**src/hdl/pwr_idle_defs.vh**
```
/*
 Constants for the power mode and flash read timing block: register addresses,
 field positions, reset values and timing counts.
 Assumes inclusion by bare name from the design files under hdl/.
*/
`ifndef PWR_IDLE_DEFS_VH
`define PWR_IDLE_DEFS_VH

// ----------------------------------------
// Register addresses
// ----------------------------------------
`define ADDR_FLASH_READ_SCALE 8'hb6
`define ADDR_DUMMY_WRITE_SINK 8'he5
`define ADDR_POWER_CONTROL 8'h87
`define ADDR_PMU_CONFIG 8'hb5

// ----------------------------------------
// Field positions
// ----------------------------------------
`define BIT_BYPASS 6
`define BIT_IDLE_SEL 0
`define BIT_STOP_SEL 1
`define BIT_SUSPEND_SEL 6
`define BIT_SLEEP_SEL 7
`define MASK_FLASH_READ_SCALE 8'h40

// ----------------------------------------
// Reset values
// ----------------------------------------
`define RST_FLASH_READ_SCALE 8'h00
`define RST_DUMMY_WRITE_SINK 8'h00
`define RST_POWER_CONTROL 8'h00
`define RST_PMU_CONFIG 8'h00
`define RESET_VECTOR 16'h0000

// ----------------------------------------
// Timing
// ----------------------------------------
`define CLK_PERIOD_PS 4000
`define ONESHOT_NS 40
`define ONESHOT_CYCLES ((`ONESHOT_NS * 1000 + `CLK_PERIOD_PS - 1) / `CLK_PERIOD_PS)
`define SYSCLK_READ_CYCLES 1
`define WAKE_FLAG_HOLD_CYCLES 2'h2

`endif

```
**src/hdl/flash_read_timer.v**
```verilog
/*
 Flash read strobe timer: the one-shot path or the system clock path times
 each read. Assumes read requests come from the same clock domain.
*/
`include "pwr_idle_defs.vh"

module flash_read_timer #(
  parameter ONESHOT_CYC = `ONESHOT_CYCLES,
  parameter SYSCLK_CYC = `SYSCLK_READ_CYCLES
) (
  input wire clk,
  input wire rstn,
  input wire bypass,
  input wire read_req,
  output wire read_busy,
  output reg read_done
);

  reg [7:0] count;
  wire [7:0] load_val;

  // ----------------------------------------
  // Read timing
  // ----------------------------------------
  // Bypass clear means the one-shot sets the read time; set means sysclk does
  assign load_val = bypass ? SYSCLK_CYC[7:0] : ONESHOT_CYC[7:0]; // RULE1 RULE2
  assign read_busy = (count != 8'h00);

  always @(posedge clk or negedge rstn) begin
    if (!rstn) begin
      count <= 8'h00;
      read_done <= 1'b0;
    end else begin
      read_done <= (count == 8'h01);
      if (read_req && !read_busy) begin
        count <= load_val;
      end else if (read_busy) begin
        count <= count - 8'h01;
      end
    end
  end

endmodule // flash_read_timer

```
**src/hdl/power_mode_ctrl.v**
```verilog
/*
 Power mode controller: idle entry and exit, stop, suspend and sleep summary
 behaviour, and the flash scale and dummy sink registers on the SFR port.
 Assumes one system clock, SFR strobes synchronous to it, and wake and
 interrupt pins that come from other clock or pin domains.
*/
`include "pwr_idle_defs.vh"

// Behaviour
// RULE1: Bypass clear: one-shot times flash reads
// RULE2: Bypass set: system clock times reads
// RULE3: Third opcode after bypass clear indeterminate
// RULE4: Flash scale reserved bits read zero
// RULE5: Dummy sink accepts writes, no effect
// RULE6: Five modes: normal, idle, stop, suspend, sleep
// RULE7: Idle select halts CPU after instruction
// RULE8: Idle keeps registers and memory unchanged
// RULE9: Enabled interrupt clears idle, resumes CPU
// RULE10: Service interrupt, resume after idle instruction
// RULE11: Reset ends idle, fetch at zero
// RULE12: Enabled watchdog runs, resets out of idle
// RULE13: Software may disable watchdog before idle
// RULE14: Software clears bypass before idle
// RULE15: Stop halts code, oscillator; reset exits
// RULE16: Suspend gates clock, fast wake, resume
// RULE17: Sleep/suspend wake on clock, match, comparator, pin; code: comparator wakes sleep only if two-cell
module power_mode_ctrl #(
  parameter ONESHOT_CYC = `ONESHOT_CYCLES,
  parameter SYSCLK_CYC = `SYSCLK_READ_CYCLES
) (
  // Clock and reset
  input wire CLK_SYS,
  input wire RSTN,
  // SFR port
  input wire SFR_WR,
  input wire SFR_RD,
  input wire [7:0] SFR_ADDR,
  input wire [7:0] SFR_WDATA,
  output reg [7:0] SFR_RDATA,
  output wire SFR_HIT,
  // CPU handshake
  input wire INSTR_DONE,
  input wire INT_PENDING,
  input wire WDT_RESET,
  input wire WDT_ENABLED,
  output wire CPU_HALT,
  output wire INT_SERVICE,
  output reg [15:0] RESUME_PC_SEL,
  output wire RESUME_NEXT,
  // Flash read path
  input wire FLASH_READ_REQ,
  output wire FLASH_READ_BUSY,
  output wire FLASH_READ_DONE,
  output wire OPCODE3_INVALID,
  // Wake sources
  input wire WAKE_RTC,
  input wire WAKE_PORT_MATCH,
  input wire WAKE_CMP0,
  input wire WAKE_RST_PIN,
  input wire TWO_CELL,
  // Clock and power controls
  output wire PRECISION_OSC_EN,
  output wire INTERNAL_OSC_EN,
  output wire SYSCLK_GATE,
  output wire CORE_SUPPLY_EN,
  output wire [4:0] MODE
);

  // ----------------------------------------
  // Mode states, one-hot
  // ----------------------------------------
  localparam [4:0] ST_NORMAL = 5'h01;
  localparam [4:0] ST_IDLE = 5'h02;
  localparam [4:0] ST_STOP = 5'h04;
  localparam [4:0] ST_SUSPEND = 5'h08;
  localparam [4:0] ST_SLEEP = 5'h10;

  reg [4:0] state;
  reg [4:0] next_state;
  reg [7:0] flash_read_scale;
  reg [7:0] dummy_write_sink;
  reg [7:0] power_control_reg;
  reg [7:0] pmu_config;
  reg idle_arm;
  reg stop_arm;
  reg bypass_prev;
  reg [1:0] fetch_count;
  reg fetch_track;
  reg [1:0] wake_hold;
  reg int_service;
  reg resume_next;
  reg [3:0] wake_s1;
  reg [3:0] wake_s2;
  reg [2:0] async_s1;
  reg [2:0] async_s2;
  wire int_sync;
  wire wdt_sync;
  wire two_cell_sync;
  wire wake_any;
  wire wr_scale;
  wire wr_sink;
  wire wr_power_control_reg;
  wire wr_pmu;
  wire bypass;
  wire in_normal;
  wire in_idle;
  wire in_stop;
  wire in_suspend;
  wire in_sleep;

  // ----------------------------------------
  // Mode decodes
  // ----------------------------------------
  // Named decodes keep the outputs other than MODE right if state codes are renumbered; MODE is the raw state
  assign in_normal = (state == ST_NORMAL);
  assign in_idle = (state == ST_IDLE);
  assign in_stop = (state == ST_STOP);
  assign in_suspend = (state == ST_SUSPEND);
  assign in_sleep = (state == ST_SLEEP);

  // ----------------------------------------
  // Input synchronisers
  // ----------------------------------------
  // Second stage only is read; first stage feeds nothing else
  always @(posedge CLK_SYS or negedge RSTN) begin
    if (!RSTN) begin
      wake_s1 <= 4'h0;
      wake_s2 <= 4'h0;
      async_s1 <= 3'h0;
      async_s2 <= 3'h0;
    end else begin
      wake_s1 <= {WAKE_RST_PIN, WAKE_CMP0, WAKE_PORT_MATCH, WAKE_RTC};
      wake_s2 <= wake_s1;
      async_s1 <= {TWO_CELL, WDT_RESET, INT_PENDING};
      async_s2 <= async_s1;
    end
  end

  assign int_sync = async_s2[0];
  assign wdt_sync = async_s2[1];
  assign two_cell_sync = async_s2[2];
  // Comparator wake only counts in sleep when supply is two-cell
  assign wake_any = wake_s2[0] | wake_s2[1] | wake_s2[3] |
    (wake_s2[2] & (in_suspend | two_cell_sync)); // RULE17

  // ----------------------------------------
  // Register writes
  // ----------------------------------------
  assign wr_scale = SFR_WR && (SFR_ADDR == `ADDR_FLASH_READ_SCALE);
  assign wr_sink = SFR_WR && (SFR_ADDR == `ADDR_DUMMY_WRITE_SINK);
  assign wr_power_control_reg = SFR_WR && (SFR_ADDR == `ADDR_POWER_CONTROL);
  assign wr_pmu = SFR_WR && (SFR_ADDR == `ADDR_PMU_CONFIG);
  assign bypass = flash_read_scale[`BIT_BYPASS];

  always @(posedge CLK_SYS or negedge RSTN) begin
    if (!RSTN) begin
      flash_read_scale <= `RST_FLASH_READ_SCALE;
      dummy_write_sink <= `RST_DUMMY_WRITE_SINK;
      power_control_reg <= `RST_POWER_CONTROL;
      pmu_config <= `RST_PMU_CONFIG;
      idle_arm <= 1'b0;
      stop_arm <= 1'b0;
    end else begin
      // Reserved bits masked: they never store a one
      if (wr_scale) begin
        flash_read_scale <= SFR_WDATA & `MASK_FLASH_READ_SCALE; // RULE4
      end
      // Stored but never read back or used anywhere
      if (wr_sink) begin
        dummy_write_sink <= SFR_WDATA; // RULE5
      end
      if (wr_power_control_reg) begin
        power_control_reg <= SFR_WDATA;
        idle_arm <= SFR_WDATA[`BIT_IDLE_SEL];
        stop_arm <= SFR_WDATA[`BIT_STOP_SEL];
      end else if (state == ST_IDLE && int_sync) begin
        // Interrupt wake clears the select bit; a same-cycle write wins above
        power_control_reg[`BIT_IDLE_SEL] <= 1'b0; // RULE9
      end else if (INSTR_DONE) begin
        idle_arm <= 1'b0;
        stop_arm <= 1'b0;
      end
      if (wr_pmu) begin
        pmu_config <= SFR_WDATA;
      end else if (state != ST_NORMAL && next_state == ST_NORMAL) begin
        pmu_config[`BIT_SUSPEND_SEL] <= 1'b0;
        pmu_config[`BIT_SLEEP_SEL] <= 1'b0;
      end
    end
  end

  // ----------------------------------------
  // Register reads
  // ----------------------------------------
  // Decode only; the port inserts no wait states
  assign SFR_HIT = (SFR_ADDR == `ADDR_FLASH_READ_SCALE) ||
    (SFR_ADDR == `ADDR_DUMMY_WRITE_SINK) || (SFR_ADDR == `ADDR_POWER_CONTROL) ||
    (SFR_ADDR == `ADDR_PMU_CONFIG);

  always @(posedge CLK_SYS or negedge RSTN) begin
    if (!RSTN) begin
      SFR_RDATA <= 8'h00;
    end else if (SFR_RD) begin
      case (SFR_ADDR)
        `ADDR_FLASH_READ_SCALE: SFR_RDATA <= flash_read_scale & `MASK_FLASH_READ_SCALE; // RULE4
        `ADDR_POWER_CONTROL: SFR_RDATA <= power_control_reg;
        // Wake flags read zero for two clocks after a wake
        `ADDR_PMU_CONFIG: SFR_RDATA <= (wake_hold != 2'b00) ? 8'h00 : pmu_config;
        // Write-only sink and unmapped addresses read zero
        default: SFR_RDATA <= 8'h00; // RULE5
      endcase
    end
  end

  // ----------------------------------------
  // Mode sequencer
  // ----------------------------------------
  always @* begin
    next_state = state;
    case (state)
      ST_NORMAL: begin
        // Entry waits for the setting instruction to retire
        if (INSTR_DONE && idle_arm) begin
          next_state = ST_IDLE; // RULE7
        end else if (INSTR_DONE && stop_arm) begin
          next_state = ST_STOP; // RULE15
        end else if (INSTR_DONE && pmu_config[`BIT_SLEEP_SEL]) begin
          next_state = ST_SLEEP;
        end else if (INSTR_DONE && pmu_config[`BIT_SUSPEND_SEL]) begin
          next_state = ST_SUSPEND; // RULE16
        end
      end
      ST_IDLE: begin
        // Watchdog stays alive in idle and its reset ends the mode
        if (wdt_sync && WDT_ENABLED) begin
          next_state = ST_NORMAL; // RULE12 RULE13
        end else if (int_sync) begin
          next_state = ST_NORMAL; // RULE9
        end
      end
      ST_STOP: begin
        // Only a reset leaves stop; the watchdog reset counts as one
        if (wdt_sync && WDT_ENABLED) begin
          next_state = ST_NORMAL; // RULE15
        end
      end
      ST_SUSPEND, ST_SLEEP: begin
        if (wake_any) begin
          next_state = ST_NORMAL; // RULE16 RULE17
        end
      end
      default: next_state = ST_NORMAL;
    endcase
  end

  always @(posedge CLK_SYS or negedge RSTN) begin
    if (!RSTN) begin
      state <= ST_NORMAL;
      int_service <= 1'b0;
      resume_next <= 1'b0;
      RESUME_PC_SEL <= `RESET_VECTOR;
      wake_hold <= 2'b00;
    end else begin
      state <= next_state;
      int_service <= 1'b0;
      resume_next <= 1'b0;
      if (state == ST_IDLE && next_state == ST_NORMAL) begin
        if (wdt_sync && WDT_ENABLED) begin
          // Watchdog path: restart at the reset vector
          RESUME_PC_SEL <= `RESET_VECTOR; // RULE11 RULE12
        end else begin
          // Service first, then continue after the idle-setting instruction
          int_service <= 1'b1; // RULE10
          resume_next <= 1'b1; // RULE10
        end
      end
      if (state == ST_STOP && next_state == ST_NORMAL) begin
        RESUME_PC_SEL <= `RESET_VECTOR; // RULE11
      end
      if ((state == ST_SUSPEND || state == ST_SLEEP) && next_state == ST_NORMAL) begin
        resume_next <= 1'b1; // RULE16
        // Flags read zero until the wake source has settled
        wake_hold <= `WAKE_FLAG_HOLD_CYCLES;
      end else if (wake_hold != 2'b00) begin
        wake_hold <= wake_hold - 2'b01;
      end
    end
  end

  // ----------------------------------------
  // Mode outputs
  // ----------------------------------------
  // Halt freezes the core; registers and memory keep their contents
  assign CPU_HALT = !in_normal; // RULE7 RULE8
  assign INT_SERVICE = int_service;
  assign RESUME_NEXT = resume_next;
  assign PRECISION_OSC_EN = !(in_stop | in_suspend | in_sleep); // RULE15
  assign INTERNAL_OSC_EN = !(in_suspend | in_sleep); // RULE16
  assign SYSCLK_GATE = in_suspend | in_sleep; // RULE16
  assign CORE_SUPPLY_EN = !in_sleep;
  assign MODE = state; // RULE6

  // ----------------------------------------
  // Bypass falling edge and fetch tracking
  // ----------------------------------------
  // Flags the third opcode fetch after bypass clear; software must pad it
  always @(posedge CLK_SYS or negedge RSTN) begin
    if (!RSTN) begin
      bypass_prev <= 1'b0;
      fetch_track <= 1'b0;
      fetch_count <= 2'b00;
    end else begin
      bypass_prev <= bypass;
      if (bypass_prev && !bypass) begin
        fetch_track <= 1'b1; // RULE3
        fetch_count <= 2'b00;
      end else if (fetch_track && FLASH_READ_DONE) begin
        // Count completed reads so the flag covers the whole third fetch
        fetch_count <= fetch_count + 2'b01;
        if (fetch_count == 2'b10) begin
          fetch_track <= 1'b0;
        end
      end
    end
  end

  assign OPCODE3_INVALID = fetch_track && (fetch_count == 2'b10); // RULE3

  // ----------------------------------------
  // Flash read timer
  // ----------------------------------------
  // Fetches are refused while the system clock is gated
  flash_read_timer #(
    .ONESHOT_CYC(ONESHOT_CYC),
    .SYSCLK_CYC(SYSCLK_CYC)
  ) u_timer (
    .clk(CLK_SYS),
    .rstn(RSTN),
    .bypass(bypass), // RULE1 RULE2 RULE14
    .read_req(FLASH_READ_REQ && !SYSCLK_GATE),
    .read_busy(FLASH_READ_BUSY),
    .read_done(FLASH_READ_DONE)
  );

endmodule // power_mode_ctrl

```
**config.mk**
```make
export PLATFORM = sky130hd
export DESIGN_NAME = power_mode_ctrl
export DESIGN_NICKNAME = d
export VERILOG_FILES = /design/src/hdl/flash_read_timer.v /design/src/hdl/power_mode_ctrl.v
export VERILOG_INCLUDE_DIRS = /design/src /design/src/hdl
export SDC_FILE = /design/constraint.sdc
export NUM_CORES = 1
export LEC_CHECK = 0
export BUFFER_PORTS_ARGS = -buffer_cell sky130_fd_sc_hd__buf_4
export CORE_MARGIN = 2
export CORE_UTILIZATION = 57
export DETAILED_ROUTE_END_ITERATION = 8
export GPL_TIMING_DRIVEN = 0
export PLACE_DENSITY = 0.87
export SYNTH_ARGS = -nofsm -noshare
export SYNTH_HDL_FRONTEND = slang
export SYNTH_SLANG_ARGS = --single-unit
```
**constraint.sdc**
```tcl
create_clock -name CLK_SYS -period 3.68 [get_ports CLK_SYS]
set_input_delay 0.184 -clock CLK_SYS [delete_from_list [all_inputs] [get_ports CLK_SYS]]
set_output_delay 0.184 -clock CLK_SYS [all_outputs]
set_load 0.02 [all_outputs]
```
Word-level counts from Yosys, hierarchy flattened --
Index checks and enable logic that the tools add are counted.
Storage, ports and cells: register bits after elaboration 79, bits in latches 0, bits in writable memories 0, memory bits (read-only) 0, input port bits 30, output and inout bits 40, word-level logic and storage cells 125, memories kept 0
Operators by class: add/subtract/negate cells 3, $mul 0, divide/modulo/power cells 0, $lt $le $gt $ge 0, eq/ne operators 14, shift-type cells 0, muxes and demuxes 35, bitwise logic cells 8, reductions and logical operators 43
Operators by type and width (count):
- 16-bit two-way mux | 3
- 5-bit two-way mux | 8
- 8-bit equality test (second input constant) | 4
- 8-bit two-way mux | 3
- 8-bit case mux with 3 select lines | 1
- 5-bit case mux with 4 select lines | 1
- 2-bit nonzero test | 10
- 1-bit logical AND | 18
- 1-bit two-way mux | 12
- 2-bit two-way mux | 6
- 5-bit by 1-bit equality test with 1-bit output (second input constant) | 2
- 8-bit by 1-bit equality test with 1-bit output (second input constant) | 1
- 8-bit nonzero test | 1
- 8-bit by 1-bit subtractor with 8-bit output (second input constant) | 1
- 1-bit OR | 7
- 1-bit logical NOT | 6
- 2-bit AND reduction | 3
- 5-bit by 2-bit equality test with 1-bit output (second input constant) | 1
- 5-bit by 3-bit equality test with 1-bit output (second input constant) | 1
- 5-bit by 4-bit equality test with 1-bit output (second input constant) | 1
- 5-bit equality test (second input constant) | 1
- 5-bit by 1-bit != test with 1-bit output (second input constant) | 1
- 1-bit logical OR | 4
- 4-bit two-way mux | 1
- other kinds (6) | 6

Logic depth before layout (Yosys ltp) --
depth in word-level cells 10, depth in mapped cells 7

Cells and area by module --
A second synthesis with hierarchy kept.
Unflattened totals: cell total of the unflattened synthesis 262, area total of the unflattened synthesis 3029.2 um2
Modules (own cells, without submodules):
- power_mode_ctrl | instances 1, cells an instance 219, area each 2533.7 um2, seq. area each 1352.5 um2
- flash_read_timer | instances 1, cells an instance 43, area each 495.5 um2, seq. area each 225.2 um2

Worst setup path after synthesis --
No wires, ideal clock.
path kind reg-to-reg, start register state[3], in the netlist MODE[3], end register state[0], in the netlist MODE[0], setup time 88 ps, arrival time 2075 ps, required time 3592 ps, path slack 1517 ps, cell stages (with the launch flop) 7, path buffers 1, period minus slack after synthesis 2163 ps, cell sequence dfrtp_1 > buf_6 > xnor2_1 > nor4_2 > inv_2 > a31o_1 > or3_1
On the way: longest elaborated chain between the ends 6, elaborated cells between the ends (all ways) 11, classes of those cells eq/ne (5); mux (2); bitwise (3); reduce/logical (1)
RTL lines:
- from (decl) | RTL line power_mode_ctrl.v:78 | reg [4:0] state;
- from (signal assigned) | RTL line power_mode_ctrl.v:264 | state <= next_state;
- 5-bit by 4-bit equality test with 1-bit output | RTL line power_mode_ctrl.v:118, power_mode_ctrl.v:220
- 1-bit OR | RTL line power_mode_ctrl.v:144 | (wake_s2[2] & (in_suspend | two_cell_sync));
- 1-bit bitwise AND | RTL line power_mode_ctrl.v:144
- 1-bit OR | RTL line power_mode_ctrl.v:143 | assign wake_any = wake_s2[0] | wake_s2[1] | wake_s2[3] |
- 5-bit two-way mux | RTL line power_mode_ctrl.v:248 | if (wake_any) begin
- 5-bit case mux with 4 select lines * | RTL line power_mode_ctrl.v:220 | case (state)
- named net next_state[0] | RTL line power_mode_ctrl.v:79 | reg [4:0] next_state;
The timed path passes the listed nets; every way through them passes the cells marked *. A chain may end at the register's enable or synchronous reset.

Worst setup path in the final report --
start register wake_hold[0], end register SFR_RDATA[6]
On the way: longest elaborated chain between the ends 3
RTL lines:
- from (decl) | RTL line power_mode_ctrl.v:89 | reg [1:0] wake_hold;
- from (signal assigned) | RTL line power_mode_ctrl.v:283 | wake_hold <= `WAKE_FLAG_HOLD_CYCLES;
- from (signal assigned) | RTL line power_mode_ctrl.v:285 | wake_hold <= wake_hold - 2'b01;
- 2-bit nonzero test | RTL line power_mode_ctrl.v:208 | `ADDR_PMU_CONFIG: SFR_RDATA <= (wake_hold != 2'b00) ? 8'h00 : pmu_config;
- 8-bit two-way mux | RTL line power_mode_ctrl.v:208
- 8-bit case mux with 3 select lines | RTL line power_mode_ctrl.v:204 | case (SFR_ADDR)
- to (signal assigned) | RTL line power_mode_ctrl.v:205 | `ADDR_FLASH_READ_SCALE: SFR_RDATA <= flash_read_scale & `MASK_FLASH_READ_SCALE;
- to (signal assigned) | RTL line power_mode_ctrl.v:206 | `ADDR_POWER_CONTROL: SFR_RDATA <= power_control_reg;
- to (signal assigned) | RTL line power_mode_ctrl.v:208
- to (decl) | RTL line power_mode_ctrl.v:39 | output reg [7:0] SFR_RDATA,
No other way between the ends.

==> results.py <==
metrics = {
    "grt": {
        "grt_remaining_overflow": 0,
        "grt_pass1_wl_mm": 10.2,
        "grt_max_degree": 64,
        "first_global_vias": 2306,
        "antenna_found_initial": 0,
        "grt.total_usage_pct": 22.6,
    },
    "floorplan": {
        "die_w_um": 76.2,
        "rows": 26,
        "start_util_pct": 58.6,
        "die_y_um": 76.2,
        "fp.coreArea_um2": 5070,
        "io_pins": 70,
        "dieArea_um2": 5810,
    },
    "timing": {
        "slew_headroom_pct": 29.5,
        "period_share_pct": 58.4,
        "finalSetupViolations": 0,
        "final.setup.tns_ps": 0,
        "fmax_ghz": 0.465,
        "drv_slew": 0,
        "rsz0062_at_grt": "no",
        "period_needed_ps": 2150,
        "fin_hold_ws_ps": 65.7,
        "skew_ps": 6.39,
        "worst_pin_slew_ps": 1050,
        "finalHoldViolations": 0,
    },
    "detailed_routing": {
        "drt-vias-per-instance": 5.43,
        "drt-total-wl_mm": 6.10,
        "wl_met2_mm": 3.18,
        "drc": 0,
        "wl_met1_mm": 2.40,
        "first_iter_violations": 108,
        "vias": 2323,
        "wire_per_inst_um": 14.3,
        "ant_nets": 0,
        "dr.max_layer_used": "met4",
        "drtPass1Iterations": 5,
        "wl_met3_um": 332,
    },
    "clock_tree": {
        "cts_max_level": 3,
        "cts_setup_buffers": 0,
        "clock_sinks": 63,
        "clkSlewWorstSetupHoldPaths_ps": 70,
        "root_buffer": "clkbuf_8",
        "cts_resized": 0,
        "clk_path_buf_depth": 2,
        "cts_buffers": 9,
        "cts_tree": "built",
        "clk_latency_ps": 340,
    },
    "place": {
        "placed_cells": 404,
        "globalplace.congestion": 0.862,
        "dp_hpwl_mm": 3.99,
        "io_buffers": 52,
    },
    "logic_synthesis": {
        "ys_warn_count": 0,
        "synth_cell_types": 56,
        "yosysTopAreaCell": "dfrtp_1",
        "synth_edf_count": 0,
        "synth_ff_type": "dfrtp_1",
        "syn_area_per_cell_um2": 11.1,
        "async_flop_share_pct": 100,
        "synthesis.area_um2": 2970,
        "seq_area_frac_synth_pct": 53.1,
        "netlist.area_leader.share_pct": 52.2,
        "syn_inst": 267,
        "synth-seq-cells": 63,
        "synth_area_leaders": "dfrtp_1 52%, mux2_2 6.1%, buf_4 4.0%",
    },
    "power_and_ir_drop": {
        "power_leakage_nw": 1.81,
        "peakVddDrop_uv": 387,
        "power_density_nw_per_um2": 583,
    },
    "worst_setup_path": {
        "crit_buf_inv": 1,
        "critPathTopFamily": "simple AND/OR/NAND/NOR gates",
        "r2r_slack_ps": 1530,
        "startpoint_type": "flip-flop",
        "path_class": "flip-flop to flip-flop",
        "crit_arrival_ps": 2400,
        "cp_slowest_stage_delay_ps": 810,
        "critPathRequiredTime_ps": 3930,
        "crit_chain": "inv_1, ha_1, nand3b_1, nor3_1, a221oi_1, o22ai_1",
        "critPathMaxFanout": 8,
        "crit_path_top_delay_cell": "nor3_1",
        "end_kind": "flip-flop",
    },
    "flow_run": {
        "maxCapViolations": 0,
    },
    "min_path": {
        "min_path_type": "input pin to flip-flop",
    },
    "final_layout": {
        "diodes": 0,
        "drive_gt1_share_pct": 31.0,
        "layout.nets": 387,
        "instances_no_fill": 428,
        "final_cell_mix": "68 x buf_4, 62 x dfrtp_1, 17 x inv_1",
        "final_common_cell": "buf_4",
        "area_growth_pct": 28.9,
    },
    "outcome": {
        "outcome": "completed",
    },
}
-- logic make-up (layout without fill, tap and decap cells) --
| family | count (synthesis) | after routing | synth area share (%) |
|---|---|---|---|
| AND/OR/NAND/NOR | 77 | 77 | 14.8 |
| flip-flops | 63 | 63 | 53.1 |
| AO/OA/AOI/OAI | 57 | 57 | 13.8 |
| buffers and inverters | 42 | 118 | 8.33 |
| multiplexers | 17 | 17 | 6.39 |
| XOR/XNOR | 6 | 6 | 1.77 |
| adder cells (fa/ha/maj) | 4 | 4 | 1.68 |
| other | 1 | 16 | 0.126 |
-- what timing repair did --
item | CTS | global route
endpoints found under the setup margin | 0 | 0
hold buffers | 8 | 0
hold endpoints to repair | 69 | 0
-- Yosys cell counts, drive strengths merged, types with 2 or more instances --
library cell  count
nor2b             3
o41ai             2
nand2b            3
and3              6
clkbuf            4
a21oi             4
nor3              4
or3               2
and2              5
a31oi             2
nand4bb           2
nand2            15
xor2              3
ha                4
a22oi             7
mux2             16
nand3             5
nor3b             2
nor2             15
buf              20
a21o              2
a21boi            3
a2111oi           2
o21ai             6
nand3b            4
dfrtp            62
xnor2             3
a32o              3
o211ai            3
or2               2
nand4b            2
o31ai             5
o22ai             9
inv              18
nor4              3
-- final cells by class --
class | count | area, um2
Buffer | 24 | 180
Clock buffer | 11 | 141
Clock inverter | 5 | 105
Fill cell | 344 | 1240
Inverter | 18 | 67.6
Multi-Input combinational cell | 177 | 1200
Sequential cell | 63 | 1580
Tap cell | 70 | 87.6
Timing Repair Buffer | 60 | 470
-- layer usage --
metal / GRT usage, % / vias to the layer above
li1: - / 1108
met1: 25.0 / 1122
met2: 39.5 / 72
met3: 7.35 / 21
met4: 10.5 / 0
met5: 0 / -
-- path summary, 6_finish.rpt --
check / from / to / cells after the start
hold reg to reg: wake_s1[2]$_DFF_PN0_ / wake_s2[2]$_DFF_PN0_ / 0
hold / removal: SFR_WDATA[7] / pmu_config[7]$_DFFE_PN0P_ / 3
setup reg to reg: wake_hold[0]$_DFFE_PN0P_ / SFR_RDATA[6]$_DFFE_PN0P_ / 6
max in group asynchronous: RSTN / u_timer.count[0]$_DFFE_PN0P_ / 2
min in group asynchronous: RSTN / async_s1[2]$_DFF_PN0_ / 2
setup / recovery: wake_hold[0]$_DFFE_PN0P_ / SFR_RDATA[6]$_DFFE_PN0P_ / 6
-- report_power, final --
| part | total (mW) | switching [mW] | internal [mW] | leakage (nW) |
|---|---|---|---|---|
| clock | 0.731 | 0.262 | 0.468 | 0.116 |
| combinational | 0.611 | 0.333 | 0.278 | 0.879 |
| sequential | 0.893 | 0.0947 | 0.799 | 0.819 |
| total | 2.24 | 0.690 | 1.54 | 1.81 |
-- worst reg2reg max path, stage by stage (launching register included) --
cell      delay [ps]
dfrtp_1          400
inv_1             70
ha_1             240
nand3b_1         110
nor3_1           810
a221oi_1         250
o22ai_1          190
-- metrics by stage --
step	power, mW	area, um2	utilization (%)	setup slack, ps
finish	2.24	3830	75.6	1530
global route	2.35	3830	75.6	1310
CTS	2.25	3830	75.6	1590
detailed placement	1.49	3510	69.1	1680
global placement	1.47	3510	69.1	1760
floorplan	1.31	3030	-	1520
Power figures use the tool's default switching activity.
